### src/sonrx_defs.svh
`ifndef SONRX_DEFS_SVH
`define SONRX_DEFS_SVH

// Overview of operation
// All eight receive byte bits change together on the byte clock falling edge.
// First received bit of each byte lands on output bit 7.
// Byte clock runs at one eighth of the line bit rate.
// Far end sends 622.08 or 155.52 Mbps serial data on the line inputs.
// In bypass, line data is sampled on external recovered clock rising edge.
// Downstream framer holds frame search request high while out of frame.
// Search request high hunts alignment; low keeps the current byte boundary.
// While searching, pulse one byte period for each third A2 byte found.
// After the pulse, bytes follow the boundary of the newly found frame.
// Loss of signal declared after 128 consecutive zero bits.
// Loss cleared on at least 16 transitions within a sliding 128 bit window.
// Detect-off input high disables loss monitoring and automatic muting.
// Detect-off input low monitors the line and mutes bytes during loss.
// Optical loss input low forces every byte bus bit to zero.
// Rate select low picks lower rate mode, high picks higher rate mode.
// Bypass input disables internal recovery; external clock times the receive path.
// Search finds A1 A1 A1 A2 A2 A2 at any bit offset and sets boundary.
// Internal loss muting forces the byte bus to all zeros.

// ---------------------------------------------------------------
// Framing and byte assembly
// ---------------------------------------------------------------
`define SONRX_FRAME_PAT  48'hF6F6_F628_2828
`define SONRX_PAT_W      48
`define SONRX_BYTE_W     8
`define SONRX_BIT_FIRST  3'h0
`define SONRX_BIT_LAST   3'h7
`define SONRX_CLK_FALL   3'h4

// ---------------------------------------------------------------
// Loss of signal
// ---------------------------------------------------------------
`define SONRX_LOS_ZEROS  8'h80
`define SONRX_LOS_TRANS  8'h10
`define SONRX_LOS_WIN    128

// ---------------------------------------------------------------
// Byte buffer
// ---------------------------------------------------------------
`define SONRX_FIFO_DEPTH 8
`define SONRX_FIFO_LW    4
`define SONRX_PREFILL    4'h4

`endif

### src/sonrx_pkg.sv
`include "sonrx_defs.svh"

package sonrx_pkg;

   // Raw pin levels, one bit each
   typedef struct packed {
      logic line_p;
      logic line_n;
      logic eclk_p;
      logic eclk_n;
      logic aux_clk;
      logic bypass;
      logic rate;
      logic search;
      logic det_off;
      logic opt_ok;
   } sonrx_pins_t;

   // Word carried through the byte buffer
   typedef struct packed {
      logic                       flag;
      logic [`SONRX_BYTE_W-1:0]   data;
   } sonrx_word_t;

   // Loss of signal states
   typedef enum logic {
      SONRX_SIG_OK   = 1'b0,
      SONRX_SIG_LOST = 1'b1
   } sonrx_los_t;

   // Output drain states
   typedef enum logic {
      SONRX_PREFILL = 1'b0,
      SONRX_RUN     = 1'b1
   } sonrx_drain_t;

   // Whole state of the receive path outside the byte buffer
   typedef struct packed {
      sonrx_pins_t                 s1;
      sonrx_pins_t                 s2;
      logic                        clk_prev;
      logic [`SONRX_PAT_W-1:0]     shreg;
      logic [2:0]                  bit_cnt;
      logic [7:0]                  zcnt;
      logic [`SONRX_LOS_WIN-1:0]   win;
      logic [7:0]                  tcnt;
      sonrx_los_t                  los;
      sonrx_drain_t                drain;
      logic [`SONRX_BYTE_W-1:0]    out_byte;
      logic                        out_pulse;
      logic                        byte_clk;
      logic                        rate_hi;
   } sonrx_state_t;

endpackage
### src/sonrx_deser.sv
`include "sonrx_defs.svh"

module sonrx_deser
   import sonrx_pkg::*;
(
   // Clock and reset
   input  wire logic                       clock,
   input  wire logic                       arst_n,
   // Serial line and recovered clocks
   input  wire logic                       rx_line_in_p,
   input  wire logic                       rx_line_in_n,
   input  wire logic                       ext_recovered_clk_p,
   input  wire logic                       ext_recovered_clk_n,
   input  wire logic                       recovery_aux_ref_clk,
   // Mode and control pins
   input  wire logic                       recovery_bypass,
   input  wire logic                       rate_sel,
   input  wire logic                       frame_search_req,
   input  wire logic                       sig_loss_detect_off,
   input  wire logic                       optical_sig_loss_n,
   // Byte bus towards the framer
   output      logic [`SONRX_BYTE_W-1:0]   rx_byte_out,
   output      logic                       rx_byte_clk_out,
   output      logic                       frame_align_pulse,
   // Status
   output      logic                       sig_loss,
   output      logic                       rate_hi,
   output      logic                       fifo_in_ready
);

   // ---------------------------------------------------------------
   // Declarations
   // ---------------------------------------------------------------
   sonrx_state_t             st;
   sonrx_state_t             next_st;
   sonrx_pins_t              pins;
   logic                     clk_lvl;
   logic                     bit_edge;
   logic                     line_bit;
   logic                     trans;
   logic                     byte_fall;
   logic                     mute;
   logic                     push;
   sonrx_word_t              push_word;
   logic                     pop;
   logic                     buf_valid;
   logic [8:0]               buf_data;
   sonrx_word_t              buf_word;
   logic [`SONRX_FIFO_LW-1:0] buf_level;

   // ---------------------------------------------------------------
   // Pin gathering
   // ---------------------------------------------------------------

   // All pins arrive from outside the clock domain
   assign pins.line_p  = rx_line_in_p;
   assign pins.line_n  = rx_line_in_n;
   assign pins.eclk_p  = ext_recovered_clk_p;
   assign pins.eclk_n  = ext_recovered_clk_n;
   assign pins.aux_clk = recovery_aux_ref_clk;
   assign pins.bypass  = recovery_bypass;
   assign pins.rate    = rate_sel;
   assign pins.search  = frame_search_req;
   assign pins.det_off = sig_loss_detect_off;
   assign pins.opt_ok  = optical_sig_loss_n;

   assign buf_word = sonrx_word_t'(buf_data);

   // ---------------------------------------------------------------
   // Receive path next state
   // ---------------------------------------------------------------

   // Synchronise, find bit edges, assemble bytes, watch the line
   always_comb
   begin
      next_st   = st;
      push      = 1'b0;
      push_word = '0;
      pop       = 1'b0;
      byte_fall = 1'b0;
      trans     = 1'b0;

      // Two stage synchronisers; only the second stage is used below
      next_st.s1 = pins;
      next_st.s2 = st.s1;

      // Bypass picks the external recovered clock, else the internal timing
      if (st.s2.bypass)
         clk_lvl = st.s2.eclk_p & ~st.s2.eclk_n;
      else
         clk_lvl = st.s2.aux_clk;
      next_st.clk_prev = clk_lvl;

      // Rising edge of the selected bit clock samples the line
      bit_edge = clk_lvl & ~st.clk_prev;
      line_bit = st.s2.line_p & ~st.s2.line_n;

      // Mode pin reflected as status
      next_st.rate_hi = st.s2.rate;

      if (bit_edge)
      begin
         // Oldest bit shifts toward the top, so it leaves on bit 7
         next_st.shreg   = {st.shreg[`SONRX_PAT_W-2:0], line_bit};
         next_st.bit_cnt = st.bit_cnt + 3'h1;

         // Byte complete at the last bit of the boundary
         if (st.bit_cnt == `SONRX_BIT_LAST)
         begin
            push           = 1'b1;
            push_word.data = next_st.shreg[`SONRX_BYTE_W-1:0];
         end

         // Frame hunt while requested; boundary untouched otherwise
         if (st.s2.search && (next_st.shreg == `SONRX_FRAME_PAT))
         begin
            push            = 1'b1;
            push_word.data  = next_st.shreg[`SONRX_BYTE_W-1:0];
            push_word.flag  = 1'b1;
            next_st.bit_cnt = `SONRX_BIT_FIRST;
         end

         // Byte clock is high in the first half of each byte period
         next_st.byte_clk = (next_st.bit_cnt < `SONRX_CLK_FALL);
         byte_fall = st.byte_clk & ~next_st.byte_clk;

         // Consecutive zero count, saturating at the declare level
         if (line_bit)
            next_st.zcnt = '0;
         else if (st.zcnt != `SONRX_LOS_ZEROS)
            next_st.zcnt = st.zcnt + 8'h01;

         // Sliding window of transitions over the last bit periods
         trans        = line_bit ^ st.shreg[0];
         next_st.win  = {st.win[`SONRX_LOS_WIN-2:0], trans};
         next_st.tcnt = st.tcnt + {7'h00, trans}
                        - {7'h00, st.win[`SONRX_LOS_WIN-1]};
      end

      // -------------------------------------------------------------
      // Loss of signal state
      // -------------------------------------------------------------
      if (st.s2.det_off)
      begin
         next_st.los = SONRX_SIG_OK;
      end
      else
      begin
         case (st.los)
            SONRX_SIG_OK:
            begin
               if (next_st.zcnt == `SONRX_LOS_ZEROS)
                  next_st.los = SONRX_SIG_LOST;
            end
            SONRX_SIG_LOST:
            begin
               if (next_st.tcnt >= `SONRX_LOS_TRANS)
                  next_st.los = SONRX_SIG_OK;
            end
            default:
            begin
               next_st.los = SONRX_SIG_OK;
            end
         endcase
      end

      // Either loss source empties the byte bus
      mute = ((st.los == SONRX_SIG_LOST) && !st.s2.det_off)
             || !st.s2.opt_ok;

      // -------------------------------------------------------------
      // Byte bus drain, one word per byte clock falling edge
      // -------------------------------------------------------------
      case (st.drain)
         SONRX_PREFILL:
         begin
            // Hold off until the buffer has some slack to absorb jitter
            if (byte_fall)
            begin
               next_st.out_byte  = '0;
               next_st.out_pulse = 1'b0;
               if (buf_level >= `SONRX_PREFILL)
                  next_st.drain = SONRX_RUN;
            end
         end
         SONRX_RUN:
         begin
            if (byte_fall)
            begin
               pop = 1'b1;
               if (buf_valid)
               begin
                  // Whole byte updates at once on the falling edge
                  next_st.out_byte  = mute ? '0 : buf_word.data;
                  next_st.out_pulse = buf_word.flag;
               end
               else
               begin
                  // Underrun: restart the prefill
                  next_st.out_byte  = '0;
                  next_st.out_pulse = 1'b0;
                  next_st.drain     = SONRX_PREFILL;
               end
            end
         end
         default:
         begin
            next_st.drain = SONRX_PREFILL;
         end
      endcase
   end

   // ---------------------------------------------------------------
   // State register
   // ---------------------------------------------------------------

   // Single register for all state outside the byte buffer
   always_ff @(posedge clock or negedge arst_n)
   begin
      if (!arst_n)
         st <= '0;
      else
         st <= next_st;
   end

   // ---------------------------------------------------------------
   // Byte buffer
   // ---------------------------------------------------------------

   // Eight word buffer between the line side and the byte bus
   sonrx_fifo
   #(
      .WIDTH ($bits(sonrx_word_t)),
      .DEPTH (`SONRX_FIFO_DEPTH)
   )
   u_fifo
   (
      .clock     (clock),
      .arst_n    (arst_n),
      .in_valid  (push),
      .in_ready  (fifo_in_ready),
      .in_data   (push_word),
      .out_ready (pop),
      .out_valid (buf_valid),
      .out_data  (buf_data),
      .level     (buf_level)
   );

   // ---------------------------------------------------------------
   // Outputs
   // ---------------------------------------------------------------

   // All outputs but fifo_in_ready come straight from flip-flops; fifo_in_ready is decoded from the buffer count
   assign rx_byte_out       = st.out_byte;
   assign rx_byte_clk_out   = st.byte_clk;
   assign frame_align_pulse = st.out_pulse;
   assign sig_loss          = (st.los == SONRX_SIG_LOST);
   assign rate_hi           = st.rate_hi;

endmodule

### src/sonrx_fifo.sv
module sonrx_fifo
#(
   parameter int WIDTH = 9,
   parameter int DEPTH = 8
)
(
   // Clock and reset
   input  wire logic                           clock,
   input  wire logic                           arst_n,
   // Filling side
   input  wire logic                           in_valid,
   output      logic                           in_ready,
   input  wire logic [WIDTH-1:0]               in_data,
   // Draining side
   input  wire logic                           out_ready,
   output      logic                           out_valid,
   output      logic [WIDTH-1:0]               out_data,
   // Fill level of the store
   output      logic [$clog2(DEPTH+1)-1:0]     level
);

   localparam int AW = $clog2(DEPTH);
   localparam int CW = $clog2(DEPTH+1);

   typedef struct packed {
      logic [DEPTH-1:0][WIDTH-1:0] mem;
      logic [AW-1:0]               wr;
      logic [AW-1:0]               rd;
      logic [CW-1:0]               cnt;
      logic [WIDTH-1:0]            dout;
      logic                        dvalid;
   } sonrx_fifo_st_t;

   sonrx_fifo_st_t st;
   sonrx_fifo_st_t next_st;
   logic           push;
   logic           pop;

   // Store, pointers and registered read stage
   always_comb
   begin
      next_st = st;
      push    = in_valid && (st.cnt != CW'(DEPTH));
      pop     = (st.cnt != '0) && (!st.dvalid || out_ready);
      if (push)
      begin
         next_st.mem[st.wr] = in_data;
         next_st.wr         = (st.wr == AW'(DEPTH-1)) ? '0 : st.wr + 1'b1;
      end
      if (pop)
      begin
         next_st.dout   = st.mem[st.rd];
         next_st.dvalid = 1'b1;
         next_st.rd     = (st.rd == AW'(DEPTH-1)) ? '0 : st.rd + 1'b1;
      end
      else if (out_ready)
      begin
         next_st.dvalid = 1'b0;
      end
      next_st.cnt = st.cnt + CW'(push) - CW'(pop);
   end

   always_ff @(posedge clock or negedge arst_n)
   begin
      if (!arst_n)
         st <= '0;
      else
         st <= next_st;
   end

   // Full stalls the filler; data come from the read register
   assign in_ready  = (st.cnt != CW'(DEPTH));
   assign out_valid = st.dvalid;
   assign out_data  = st.dout;
   assign level     = st.cnt;

endmodule

### config.mk
export PLATFORM = sky130hd
export DESIGN_NAME = sonrx_deser
export DESIGN_NICKNAME = d
export VERILOG_FILES = /design/src/sonrx_pkg.sv /design/src/sonrx_deser.sv /design/src/sonrx_fifo.sv
export VERILOG_INCLUDE_DIRS = /design/src
export SDC_FILE = /design/constraint.sdc
export NUM_CORES = 1
export LEC_CHECK = 0
export BUFFER_PORTS_ARGS = -buffer_cell sky130_fd_sc_hd__buf_4
export CAP_MARGIN = 25
export CORE_UTILIZATION = 25
export DETAILED_ROUTE_END_ITERATION = 8
export GPL_ROUTABILITY_DRIVEN = 0
export GPL_TIMING_DRIVEN = 0
export HOLD_SLACK_MARGIN = 0.12
export SYNTH_ARGS = -nofsm -noshare
export SYNTH_HDL_FRONTEND = slang
export SYNTH_SLANG_ARGS = --single-unit
### constraint.sdc
create_clock -name clock -period 4.25 [get_ports clock]
set_input_delay 1.0625 -clock clock [delete_from_list [all_inputs] [get_ports clock]]
set_output_delay 1.0625 -clock clock [all_outputs]
set_load 0.01 [all_outputs]
## After elaboration in Yosys (flattened, before gate mapping)

Index checks and enable logic that the tools add are counted.

| word-level totals | value |
|---|---|
| logic and storage cells | 127 |
| output and inout port bits | 13 |
| register bits | 320 |
| input bits | 12 |

| cells by class | value |
|---|---|
| reduce and logical (&&, ||, !) cells | 13 |
| add/subtract/negate cells | 8 |
| equal/unequal tests | 9 |
| multiplexer cells | 35 |
| bitwise gates (word level) | 11 |
| $lt $le $gt $ge | 6 |

Operator list:

| operator | number |
|---|---|
| $mux 144 | 1 |
| $bwmux 72 | 1 |
| $eq 48x48->1 const B | 1 |
| $mux 9 | 5 |
| $mux 8 | 4 |
| $bmux 9 s3 | 1 |
| $demux 9 s3 | 1 |
| $mux 10 | 2 |
| $pmux 10 s2 | 1 |
| $mux 1 | 14 |
| $mux 3 | 4 |
| $add 3x1->3 const B | 3 |
| $eq 3x3->1 const B | 3 |
| $add 8x1->8 | 1 |
| $add 8x1->8 const B | 1 |
| $eq 8x8->1 const B | 1 |
| $ge 8x5->1 const B | 1 |
| $lt 3x4->1 const B | 2 |
| $ne 8x8->1 const B | 1 |
| $sub 8x1->8 | 1 |
| $not 1->1 | 6 |
| $logic_and 1x1->1 | 5 |
| $add 4x1->4 | 1 |
| $and 1x1->1 | 4 |
| 14 further kinds | 17 |

## Longest topological paths before layout

| logic depth | value |
|---|---|
| word-level depth | 15 |
| gate-level depth with buffers | 15 |
| mapped depth without buffers | 15 |

## By module

From an unflattened synthesis, not the netlist that was laid out.

| second synthesis, totals | value |
|---|---|
| cell total of the unflattened synthesis | 1,319 |
| area total of the unflattened synthesis | 13,631.8 um2 |

By module, submodules not included:

| module | cells each | area an instance (um2) | instances | seq. area each (um2) |
|---|---|---|---|---|
| sonrx_deser | 996 | 9,167.5 | 1 | 5,705.5 |
| sonrx_fifo | 323 | 4,464.3 | 1 | 2,302.2 |

## Least setup slack after synthesis

OpenSTA, ideal clock, no wires.

| timing | value |
|---|---|
| kind | register to register |
| from | register st[217] (netlist bit) |
| to | register u_fifo.st, in the netlist u_fifo.level[2] |
| cell stages (with the launch flop) | 16 |
| arrival | 2,892 ps |
| setup slack | 1,235 ps |
| setup time | 123 ps |
| path buffers | 1 |
| data required time | 4,127 ps |
| clock period less this slack | 3,015 ps |
| cells stage by stage | dfrtp_1 nor2b_1 inv_1 ha_1 nand4bb_1 nor4_4 a31oi_1 nand3_1 a21boi_1 buf_2 ha_1 inv_1 ha_1 inv_1 fa_1 xnor2_1 |

RTL lines:

| element | line | RTL |
|---|---|---|
| from (decl) | sonrx_deser.sv:34 | `sonrx_state_t st;` |
| from (signal assigned) | sonrx_deser.sv:223 | `st <= next_st;` |
| to (signal assigned) | sonrx_fifo.sv:68 | `st <= next_st;` |
| to (decl) | sonrx_fifo.sv:34 | `sonrx_fifo_st_t st;` |

==> flow_summary.toml <==
[run_status]
outcome = "finished clean"

[timing]
fin_crit_ns = 3.83
whs_ns = 0.346
skew_ns = 0.0199
rsz0062_at_grt = "false"
setup_viol = 0
fin_crit_sh_pct = 90.1
max_freq_ghz = 0.261
hold_violations = 0
worst_slew_pin_slew_ns = 0.861
drv_slew = 0
worst_slew_margin_rel_pct = 42.0

[yosys]
synth_flop_cell = "dfrtp_1"
synthCells = 1284
synth-seq-cells = 320
avgSynthCellArea_um2 = 10.6
synth_warnings = 0
async_flop_share_pct = 100
ys_seq_area_share_pct = 58.9
synth-edff-count = 0
syn_nets = 1322
syn_area_um2 = 13600
yosysUniqueCellTypes = 71

[critical_path]
cp_top_family = "adder cells"
critPathBufInv = 4
criticalPathCategory = "register to register"
start_kind = "register"
cp.required_ns = 4.67
crit_path_max_fanout = 10
arrival_ns = 4.25
cp-end-kind = "register"
crit_slowest_cell = "a31oi_1"
slowest_delay_ns = 0.48
path_cells = "nor2b_1, inv_1, ha_1, nand4bb_1, nor4_4, a31oi_1, nand3_1, a21boi_1, buf_2, ha_1, inv_1, ha_1, inv_1, fa_1, xnor2_1"

[clock_network]
cts_hold_buf = 0
root_buffer = "clkbuf_16"
cts-resized-gates = 0
clock_path_buffers = 3
h-tree-depth = 2
insertion_delay_ns = 0.54
cts_sinks = 320
clkTransAtPathRegs_ns = 0.06
cts_buffers = 36
cts_tree = "yes"
post-cts-setup-buffer-count = 0

[final_layout]
synthToLayoutAreaGrowth_pct = 17.0
nFillCells = 5514
mostFrequentLayoutCell = "nand2_1"
final_layout_size_suffix_gt1_share_pct = 15.0
diodes = 0
final_util_pct = 29.5
regArea_um2 = 8010
multi_input_comb_area_um2 = 5100
nNetsFinal = 1387
mostFrequentLayoutCells = "nand2_1 (542), dfrtp_1 (320), mux2_2 (76), clkbuf_1 (65), inv_1 (38)"

[global_routing]
antenna_found_initial = 0
grt.total_usage_pct = 9.55
grt_pass1_wl_mm = 44.2
grt_max_degree = 126
grt_overflow_total = 0
grt_pass1_vias = 8925

[placement]
dp_hpwl_mm = 16.7
io_buffers = 24

[routing]
dr.pass1.iters = 5
wl_per_cell_um = 12.4
via_per_inst = 4.27
initialDrtViolationCount = 523
vias = 8845
wirelength_mm = 25.7
drc = 0
final_antenna_net_count = 0

[floorplan]
num_rows = 85
coreArea_um2 = 53800
die_h_um = 235
die-area_um2 = 55300
initial_core_util_pct = 25.3
ios = 25
die_w_um = 235

[power]
power_uw = 7800
ir_drop_mv = 0.247
p_leak_uw = 0.00815
cellPowerDensity_nw_per_um2 = 491

[flow_run]
cap_viol_max_count = 0

[min_path]
hold_path_class = "register to register"
final cells by class:
cell class	instances	share of cell area [%]
Sequential cell	320	50.4
Multi-Input combinational cell	853	32.1
Clock inverter	12	0.850
Timing Repair Buffer	27	1.62
Tap cell	696	5.48
Inverter	38	0.897
Buffer	73	2.16
Clock buffer	53	6.57
routing by layer:
layer	up-vias	GRT usage, %	part of all wire (%)
li1	4307	-	-
met1	4345	12.2	46
met2	145	16.1	48
met3	48	1.86	3.8
met4	0	3.17	2.2
met5	-	0	0
final timing paths:
| check | from | endpoint | slack, ns | cells past startpoint |
|---|---|---|---|---|
| max in group asynchronous | arst_n | st[54] | 2.60 | 2 |
| min in group asynchronous | arst_n | rate_hi | 0.57 | 1 |
| hold / removal | next_st[210] | st[210] | 0.35 | 0 |
| setup / recovery | st[217] | u_fifo.level[2] | 0.42 | 15 |
| setup reg to reg | st[217] | u_fifo.level[2] | 0.42 | 15 |
| hold reg to reg | next_st[210] | st[210] | 0.35 | 0 |
registers in the layout, indices dropped and copies added, names as in the netlist:
signal             cells
u_fifo.level           4
u_fifo.out_valid       1
u_fifo.st             78
rx_byte_out            8
sig_loss               1
next_st               11
u_fifo.out_data        9
st                   205
rate_hi                1
rx_byte_clk_out        1
frame_align_pulse      1
power breakdown:
group          total (uW)  leakage, uW  switching, uW  internal [uW]
sequential           3390      0.00436            145           3250
combinational        1360      0.00321            816            548
clock                3040     0.000576           1250           1790
total                7800      0.00815           2210           5590
cells in the mapped netlist, drive strengths merged (5+ instances only):
master | number | area, um2
a21o | 5 | 37.5
a21oi | 8 | 55.1
and2 | 10 | 63.8
buf | 16 | 119
clkbuf | 57 | 224
dfrtp | 320 | 8010
ha | 24 | 300
inv | 38 | 143
mux2 | 97 | 1090
mux4 | 18 | 405
nand2 | 544 | 2050
nand2b | 6 | 37.5
nand3 | 17 | 110
nand4 | 6 | 52.6
nand4b | 5 | 71.3
nor2 | 13 | 48.8
nor2b | 5 | 31.3
nor4 | 6 | 67.6
o21ai | 29 | 145
cells by family (layout without fill, tap and decap cells):
| family | count (synthesis) | in the layout | share of synthesized area [%] |
|---|---|---|---|
| muxes | 117 | 117 | 11.2 |
| xor gates and xnor gates | 3 | 3 | 0.193 |
| adders and majority gates | 26 | 26 | 2.50 |
| AOI/OAI and AO/OA | 69 | 69 | 3.37 |
| and+or+nand+nor | 638 | 638 | 20.3 |
| DFF | 320 | 320 | 58.9 |
| buffers and inverters | 111 | 203 | 3.57 |
per-stage QoR:
step                      cell area [um2]  setup WS [ns]  TNS (ns)  instances
after floorplan                     13600           1.24         0       1284
after global placement              14600         -0.767   -235.99       2004
after detailed placement            14700          0.414         0       2006
after CTS                           15900          0.385         0       2071
after global routing                15900          0.180         0       2072
final                               15900          0.422         0       2072
Note: power is estimated with default switching activity, not from simulation.
